## src/hdl/ppm_map.vh

```
// What this block does
// - After reset port-1 pins are plain I/O, direction and select cleared.
// - Serial enable on pin 6: serial data out (SPI) or clock line (I2C).
// - Serial enable on pin 7: serial data in (SPI) or data line (I2C).
// - Outside JTAG mode, analog enable turns off the pin's output driver and input buffer.
// - JTAG mode disables pull resistors on pins JTAG owns.
// - Selected negative converter input without analog enable ties to ground.
// - In JTAG mode pin 7 direction comes from the JTAG logic.
// - Port-2 pin 6 resets to crystal input: direction 0, select 1.
// - Crystal input acts as digital clock input when source select is 11.
// - Port-2 pin 7 drives oscillator output while its select and direction bits are both set; select without direction drives 0.
`ifndef PPM_MAP_VH
`define PPM_MAP_VH
`define PPM_P1_DIR_RST 4'h0
`define PPM_P1_SEL_RST 4'h0
`define PPM_P2_DIR_RST 2'h2
`define PPM_P2_SEL_RST 2'h3
`define PPM_LF_EXT_CLK 2'h3
`define PPM_CH_A2 3'h2
`define PPM_CH_A3 3'h3
`endif

```

## src/hdl/ppm_port_pin_function_mux.v

```verilog
`timescale 1ns/100ps
`include "ppm_map.vh"
module ppm_port_pin_function_mux (
  // Clock and reset
  input wire core_clk_i,
  input wire rst_n_i,
  // Register writes from the core (bit 0 = pin 4 / pin 6)
  input wire p1_wr_i,
  input wire [3:0] port1_direction_i,
  input wire [3:0] port1_function_select_i,
  input wire [3:0] port1_out_i,
  input wire p2_wr_i,
  input wire [1:0] port2_direction_i,
  input wire [1:0] port2_function_select_i,
  input wire [1:0] port2_out_i,
  // Mode controls
  input wire [3:0] serial_pin_enable_i,
  input wire [3:0] analog_input_enable_i,
  input wire [2:0] analog_channel_select_i,
  input wire [1:0] lf_osc_source_select_i,
  input wire jtag_mode_i,
  input wire spi_mode_i,
  // Peripheral signals
  input wire sub_main_clock_out_i,
  input wire timer_out0_i,
  input wire timer_out1_i,
  input wire serial_clk_out_i,
  input wire serial_clk_oe_i,
  input wire serial_sdo_i,
  input wire serial_scl_oe_i,
  input wire serial_sda_oe_i,
  input wire jtag_tdo_i,
  input wire jtag_tdo_en_i,
  input wire osc_out_i,
  // Pads: outputs, output enables (low drives), inputs
  output reg [3:0] p1_pad_o,
  output reg [3:0] p1_pad_oe_n_o,
  output reg [3:0] p1_pull_en_o,
  output reg [3:0] p1_ana_conn_o,
  input wire [3:0] p1_pad_i,
  output reg [1:0] p2_pad_o,
  output reg [1:0] p2_pad_oe_n_o,
  input wire [1:0] p2_pad_i,
  // Core-side results
  output reg [3:0] port1_in_o,
  output reg [1:0] port2_in_o,
  output reg [1:0] port1_dir_q_o,
  output reg serial_sdi_o,
  output reg serial_clk_in_o,
  output reg timer_cci1b_o,
  output reg jtag_tck_o,
  output reg jtag_tms_o,
  output reg jtag_tdi_o,
  output reg crystal_in_o,
  output reg crystal_in_digital_o,
  output reg neg_input_gnd_o,
  output reg osc_out_conn_o
);

////////////////////////////////////////////////////////////////////////
reg [3:0] p1_dir_q;
reg [3:0] p1_sel_q;
reg [1:0] p2_dir_q;
reg [1:0] p2_sel_q;
reg [3:0] s1_q, s2_q, s3_q, p1_in_q;
reg [1:0] t1_q, t2_q, t3_q, p2_in_q;
integer i;
integer k;
reg cap_ok;

////////////////////////////////////////////////////////////////////////
// Helpers

// A pin level is taken only once two filter stages agree
function filt_bit;
  input hold;
  input mid;
  input last;
  filt_bit = (mid == last) ? last : hold;
endfunction

// Serial unit owns a pin only when JTAG and analog leave it alone
function serial_owns;
  input jtag;
  input ana;
  input ser;
  serial_owns = ~jtag & ~ana & ser;
endfunction

// Negative input falls back to ground when its pin is not analog
function neg_tie;
  input chan_hit;
  input ana;
  neg_tie = chan_hit & ~ana;
endfunction

////////////////////////////////////////////////////////////////////////
// Direction and select registers

always @(posedge core_clk_i or negedge rst_n_i) begin
  if (!rst_n_i) begin
    p1_dir_q <= `PPM_P1_DIR_RST;
    p1_sel_q <= `PPM_P1_SEL_RST;
    p2_dir_q <= `PPM_P2_DIR_RST;
    p2_sel_q <= `PPM_P2_SEL_RST;
  end else begin
    if (p1_wr_i) begin
      p1_dir_q <= port1_direction_i;
      p1_sel_q <= port1_function_select_i;
    end
    if (p2_wr_i) begin
      p2_dir_q <= port2_direction_i;
      p2_sel_q <= port2_function_select_i;
    end
  end
end

// Pad inputs: three stages, change accepted when stages two and three agree
always @(posedge core_clk_i or negedge rst_n_i) begin
  if (!rst_n_i) begin
    s1_q <= 4'h0;
    s2_q <= 4'h0;
    s3_q <= 4'h0;
    p1_in_q <= 4'h0;
    t1_q <= 2'h0;
    t2_q <= 2'h0;
    t3_q <= 2'h0;
    p2_in_q <= 2'h0;
  end else begin
    s1_q <= p1_pad_i;
    s2_q <= s1_q;
    s3_q <= s2_q;
    t1_q <= p2_pad_i;
    t2_q <= t1_q;
    t3_q <= t2_q;
    for (i = 0; i < 4; i = i + 1) begin
      p1_in_q[i] <= filt_bit(p1_in_q[i], s2_q[i], s3_q[i]);
    end

    for (i = 0; i < 2; i = i + 1) begin
      p2_in_q[i] <= filt_bit(p2_in_q[i], t2_q[i], t3_q[i]);
    end
  end
end

////////////////////////////////////////////////////////////////////////
// Plain port output/enable from select and direction
reg [3:0] gp_out;
reg [3:0] gp_drv;
reg [3:0] in_ok;
reg neg_sel;
always @* begin
  gp_out = port1_out_i;
  gp_drv = p1_dir_q;
  gp_out[0] = p1_sel_q[0] ? sub_main_clock_out_i : port1_out_i[0];
  gp_drv[0] = p1_dir_q[0];
  gp_out[1] = p1_sel_q[1] ? timer_out0_i : port1_out_i[1];
  gp_out[2] = p1_sel_q[2] ? timer_out1_i : port1_out_i[2];
  // Pin 7 with select and output drives ground; select alone floats
  gp_out[3] = p1_sel_q[3] ? 1'b0 : port1_out_i[3];
  if (p1_sel_q[1] && !p1_dir_q[1]) gp_drv[1] = 1'b0;
  if (p1_sel_q[3] && !p1_dir_q[3]) gp_drv[3] = 1'b0;
  if (p1_sel_q[0] && !p1_dir_q[0]) gp_drv[0] = 1'b0;

  // Pins that no owner claims stay released with pulls on
  p1_pad_o = 4'h0;
  p1_pad_oe_n_o = 4'hF;
  p1_pull_en_o = 4'hF;
  in_ok = 4'hF;

  for (k = 0; k < 4; k = k + 1) begin
    if (jtag_mode_i) begin
      p1_pull_en_o[k] = 1'b0;
      in_ok[k] = 1'b1;
      if (k == 3) begin
        p1_pad_o[k] = jtag_tdo_i;
        p1_pad_oe_n_o[k] = ~jtag_tdo_en_i;
      end
    end else if (analog_input_enable_i[k]) begin
      // Input reads 0 so a floating analog level never reaches the core
      p1_pad_oe_n_o[k] = 1'b1;
      in_ok[k] = 1'b0;
    end else if (serial_pin_enable_i[k] && k != 0) begin
      if (k == 1) begin
        p1_pad_o[k] = serial_clk_out_i;
        p1_pad_oe_n_o[k] = ~serial_clk_oe_i;
      end else if (k == 2) begin
        // SPI drives data; I2C clock is open drain
        p1_pad_o[k] = spi_mode_i ? serial_sdo_i : 1'b0;
        p1_pad_oe_n_o[k] = spi_mode_i ? 1'b0 : ~serial_scl_oe_i;
      end else begin
        p1_pad_o[k] = 1'b0;
        p1_pad_oe_n_o[k] = spi_mode_i ? 1'b1 : ~serial_sda_oe_i;
      end
    end else begin
      p1_pad_o[k] = gp_out[k];
      p1_pad_oe_n_o[k] = ~gp_drv[k];
    end
  end

  p1_ana_conn_o = jtag_mode_i ? 4'h0 : analog_input_enable_i;
  // Negative inputs: A2 sits on pin 5, A3 on pin 7
  neg_sel = neg_tie(analog_channel_select_i == `PPM_CH_A2, analog_input_enable_i[1]);
  neg_sel = neg_sel | neg_tie(analog_channel_select_i == `PPM_CH_A3, analog_input_enable_i[3]);
  neg_input_gnd_o = neg_sel;
end

////////////////////////////////////////////////////////////////////////
// Core-side inputs and port 2
always @* begin
  port1_in_o = p1_in_q & in_ok;
  port1_dir_q_o = p1_dir_q[3:2];
  jtag_tck_o = jtag_mode_i & p1_in_q[0];
  jtag_tms_o = jtag_mode_i & p1_in_q[1];
  jtag_tdi_o = jtag_mode_i & p1_in_q[2];
  serial_clk_in_o = serial_owns(jtag_mode_i, analog_input_enable_i[1], serial_pin_enable_i[1]) & p1_in_q[1];
  serial_sdi_o = serial_owns(jtag_mode_i, analog_input_enable_i[3], serial_pin_enable_i[3]) & p1_in_q[3];
  // Capture input only while the pin is a plain selected input
  cap_ok = ~jtag_mode_i & ~analog_input_enable_i[2] & ~serial_pin_enable_i[2];
  timer_cci1b_o = cap_ok & p1_sel_q[2] & ~p1_dir_q[2] & p1_in_q[2];
  // Crystal pins: pin 6 input, pin 7 oscillator drive while selected with direction set (selected without direction drives 0)
  crystal_in_o = p2_sel_q[0] & ~p2_dir_q[0] & p2_in_q[0];
  crystal_in_digital_o = p2_sel_q[0] & ~p2_dir_q[0] & (lf_osc_source_select_i == `PPM_LF_EXT_CLK);
  osc_out_conn_o = p2_sel_q[1];
  p2_pad_o[0] = p2_sel_q[0] ? timer_out1_i : port2_out_i[0];
  p2_pad_oe_n_o[0] = ~p2_dir_q[0];
  p2_pad_o[1] = p2_sel_q[1] ? (p2_dir_q[1] ? osc_out_i : 1'b0) : port2_out_i[1];
  p2_pad_oe_n_o[1] = p2_sel_q[1] ? 1'b0 : ~p2_dir_q[1];
  port2_in_o = p2_in_q & ~p2_sel_q;
end

endmodule

```

## config.mk

```make
export PLATFORM = sky130hd
export DESIGN_NAME = ppm_port_pin_function_mux
export DESIGN_NICKNAME = d
export VERILOG_FILES = /design/src/hdl/ppm_port_pin_function_mux.v
export VERILOG_INCLUDE_DIRS = /design/src /design/src/hdl
export SDC_FILE = /design/constraint.sdc
export NUM_CORES = 1
export LEC_CHECK = 0
export BUFFER_PORTS_ARGS = -buffer_cell sky130_fd_sc_hd__clkbuf_2
export CORE_ASPECT_RATIO = 1.75
export CORE_UTILIZATION = 38
export CTS_CLUSTER_DIAMETER = 30
export DETAILED_ROUTE_END_ITERATION = 10
export PLACE_DENSITY = 0.86
export SLEW_MARGIN = 20
export SYNTH_ARGS = -nofsm -noshare
export SYNTH_HDL_FRONTEND = slang
export SYNTH_SLANG_ARGS = --single-unit
```

## constraint.sdc

```tcl
create_clock -name core_clk_i -period 1 [get_ports core_clk_i]
set_clock_uncertainty 0.05 [all_clocks]
set_input_delay 0.2 -clock core_clk_i [delete_from_list [all_inputs] [get_ports core_clk_i]]
set_output_delay 0.2 -clock core_clk_i [all_outputs]
set_load 0.05 [all_outputs]
```

* After elaboration in Yosys (flattened, before gate mapping)
Index checks and enable logic that the tools add are counted.
Widths: inputs -> output; s select.
** Word-level totals
- Flip-flop bits (word level) :: 36
- Bits of input ports :: 54
- Output and inout bits :: 38
- Logic and storage cells :: 115
** Operators by class
- Equality and inequality tests :: 9
- Muxes and demuxes :: 46
- Bitwise logic cells :: 38
- Reductions and logical operators :: 6
** Operator list (number)
- $mux 1 :: 45
- $and 1x1->1 :: 19
- $not 1->1 :: 15
- $eq 1x1->1 :: 6
- $eq 3x2->1 const B :: 2
- $and 4x4->4 :: 1
- $mux 4 :: 1
- $logic_and 1x1->1 :: 3
- $logic_not 1->1 :: 3
- $and 2x2->2 :: 1
- $eq 2x2->1 const B :: 1
- $not 2->2 :: 1
- $or 1x1->1 :: 1

* Depth between registers and ports, before layout
- Depth after elaboration :: 7
- Depth in mapped cells :: 4
- Mapped depth without buffers :: 3

* Worst setup path before layout
No wires, ideal clock.
- Path kind :: reg-to-output
- From :: reg p1_sel_q[1]
- To :: out p1_pad_o[1]
- Data arrival time :: 1759 ps
- Required time :: 750 ps
- Setup slack :: -1009 ps
- Cell stages (with the launch flop) :: 4
- Path buffers :: 0
- Path through :: dfrtp_1 -> mux2i_1 -> o21ai_0 -> nor3b_1
** Between the ends
- Word-level cells in the longest chain between the ends :: 4
** RTL lines
- start: declaration :: RTL line ppm_port_pin_function_mux.v:62 : reg [3:0] p1_sel_q;
- start signal: assignment :: RTL line ppm_port_pin_function_mux.v:103 : p1_sel_q <= `PPM_P1_SEL_RST;
- start signal: assignment :: RTL line ppm_port_pin_function_mux.v:109 : p1_sel_q <= port1_function_select_i;
- $mux 1 :: RTL line ppm_port_pin_function_mux.v:157 : gp_out[1] = p1_sel_q[1] ? timer_out0_i : port1_out_i[1];
- $mux 1 :: RTL line ppm_port_pin_function_mux.v:183 : end else if (serial_pin_enable_i[k] && k != 0) begin
- $mux 1 :: RTL line ppm_port_pin_function_mux.v:179 : end else if (analog_input_enable_i[k]) begin
- $mux 1 :: RTL line ppm_port_pin_function_mux.v:172 : if (jtag_mode_i) begin
- end: declaration :: RTL line ppm_port_pin_function_mux.v:36 : output reg [3:0] p1_pad_o,
No other way between the ends.

* Worst setup path in the final report
Ends and elaborated chain as after synthesis.

==> qor.yml <==
outcome:
  status: "complete, but fails checks"
  violations: "setup timing"
clocking:
  clk_latency_ns: 0.29
  h-tree-depth: 2
  cts_buffer_depth: 2
  clock-root-buffer: "clkbuf_8"
  clk_pin_slew_ns: 0.07
  numCtsBuffers: 5
  cts_tree: "built"
  clkSinkCount: 36
setup_path:
  r2r-end: "p1_in_q[2]"
  cp-start-kind: "flip-flop"
  critical_path.startpoint: "p1_sel_q[1]"
  path_class: "reg2out"
  worstPathArrival_ns: 1.43
  cp-end-kind: "output pin"
  rrSetupSlack_ns: -0.11
  reg2reg_from: "p1_in_q[2]"
  worst-path-max-fanout: 2
  reg2regPathDepth: 3
  required_ns: 0.75
finish:
  n_antenna_cell: 0
  fin_util: 0.882
  drive_gt1_frac: 0.768
  syn_to_final_growth_pct: 119
  nNetsFinal: 299
  final_cells: 292
  fill_cells: 164
  stdcell_area_um2: 3260
  regArea_um2: 908
  multi_input_area_um2: 783
floorplan:
  dieArea_um2: 4180
  ios: 92
  die_h_um: 84.8
  initial_core_util: 0.402
  coreArea_um2: 3700
  num_rows: 29
  fp.dieW_um: 49.3
synthesis:
  ys_seq_area_frac: 0.608
  synth_edf_count: 0
  ys_ff_latch: 36
  synth_most_common_cell: "dfrtp_1"
  synth.avg_cell_area_um2: 12.7
  synthFlopType: "dfrtp_1"
  synth.distinct_cells: 26
  synthesis.nets: 171
  async_reset_ff_frac: 1.00
  synthTopCellsByCount: "33 x dfrtp_1, 12 x mux2_2, 11 x nor2b_1"
  netlist.top_cell.by_area: "dfrtp_1"
  synth_top_area_frac: 0.555
  synthCells: 117
  ys_warn_count: 0
  syn_area_um2: 1490
  ys_top_cells_by_area: "dfrtp_1 56%, mux2_2 9.1%, dfstp_2 5.3%"
route:
  drc: 0
  antenna_left: 0
  routed-via-count: 1475
  vias_per_cell: 5.05
  dr.pass1.iters: 4
  drt_iter0_drc: 21
  wl_um: 5760
  detail_route.wl_per_cell_um: 19.7
placement:
  dpl_worst_slack_ns: -0.379
  numPortBuffers: 90
  placed_area_um2: 2420
  placedCellCount: 265
  hpwlAfterDp_um: 2800
  gp_congestion: 0.785
worst_hold_path:
  hp-class: "in2reg"
  worstHoldStart: "port2_direction_i[0]"
  hold_depth: 3
  hold_path_end: "p2_dir_q[0]"
timing:
  setup_ws_ns: -0.677
  fin_setup_tns_ns: -13.37
  maxSlewHeadroom: 0.751
  finalHoldViolations: 0
  slew_violations: 0
  rsz0062_at_grt: "yes"
  hold_ws_ns: 0.0800
  fmax_ghz: 0.596
  tightest_slew_ns: 0.371
  post-route-period-util: 1.68
  period_minus_slack_ns: 1.68
  setup_viol: 42
global_route:
  grt_pass1_vias: 1553
  grtUsageTotal: 0.256
  grt_pass1_wl_um: 7670
  antenna_found_initial: 0
  grt_max_degree: 37
  grt_overflow_total: 0
power_and_ir_drop:
  worst_ir_drop_vdd_mv: 1.32
  p_leak_nw: 1.55
  total_power_mw: 4.54
  pwr_density_cell_nw_per_um2: 1390
flow_run:
  maxCapViolCount: 0
## metal layers
layer,vias to the layer above,track usage,routed length (µm)
met2,85,0.491,3310
met3,21,0.0507,327
met4,0,0.118,266
met5,-,0,0
li1,655,-,-
met1,714,0.251,1860
## registers in the layout, indices dropped and copies added (netlist names), 4 cells and up
signal / count
p1_dir_q: 4
p1_in_q: 4
p1_sel_q: 4
s1_q: 4
s2_q: 4
s3_q: 4
## area by class of cell
type / count / share of cell area
Clock buffer: 5 / 0.0211
Timing Repair Buffer: 129 / 0.423
Multi-Input combinational cell: 69 / 0.240
Sequential cell: 36 / 0.278
Clock inverter: 3 / 0.0130
Tap cell: 46 / 0.0176
Inverter: 4 / 0.00690
## worst max-delay path: stages (launching register included)
cell and delay, ns:
dfrtp_1 0.40, mux2i_1 0.15, o21ai_1 0.18, nor3b_4 0.24
buf_8 0.17
## how the worst max path moves through the flow
stage             endpoint  slack [ns]
6_report       p1_pad_o[1]       -0.68
5_1_grt        p1_pad_o[1]       -0.74
4_1_cts        p2_pad_o[0]       -0.61
3_5_place_dp   p2_pad_o[0]       -0.38
3_3_place_gp   p2_pad_o[0]       -0.37
2_1_floorplan  p1_pad_o[2]       -0.50
## power by group
group          switching, mW  internal [mW]
registers             0.0924           1.58
logic                  0.789          0.816
clock network          0.525          0.737
total                   1.41           3.13
## cells in the final DEF, fill, tap and decap left out, types with 3 or more instances in the layout
cell,count
and2_4,3
buf_12,7
buf_4,15
buf_6,14
buf_8,25
clkbuf_16,11
clkbuf_2,50
clkbuf_8,5
clkinvlp_4,3
dfrtp_1,33
dlygate4sd3_1,7
maj3_2,4
mux2_2,9
mux2_4,3
nand2_1,4
nor2_4,3
nor2b_4,10
nor3_4,3
## logic make-up (layout without fill, tap and decap cells)
group | count (synthesis) | in the layout | share of synthesized area
buffers and inverters | 12 | 141 | 0.0454
AO/OA/AOI/OAI | 10 | 10 | 0.0513
AND/OR/NAND/NOR | 38 | 38 | 0.144
adder cells (fa/ha/maj) | 6 | 6 | 0.0404
multiplexers | 15 | 15 | 0.111
flip-flops | 36 | 36 | 0.608
## timing repair
action / 4_1_cts / 5_1_grt
gates resized for setup: 100 / 37
hold buffers: 7 / 0
pin swaps: 9 / 7
gates cloned: 0 / 0
buffers inserted: 5 / 9
hold endpoints to repair: 39 / 0
endpoints found under the setup margin: 40 / 41
No activity file was read; power rests on OpenSTA's default activity.
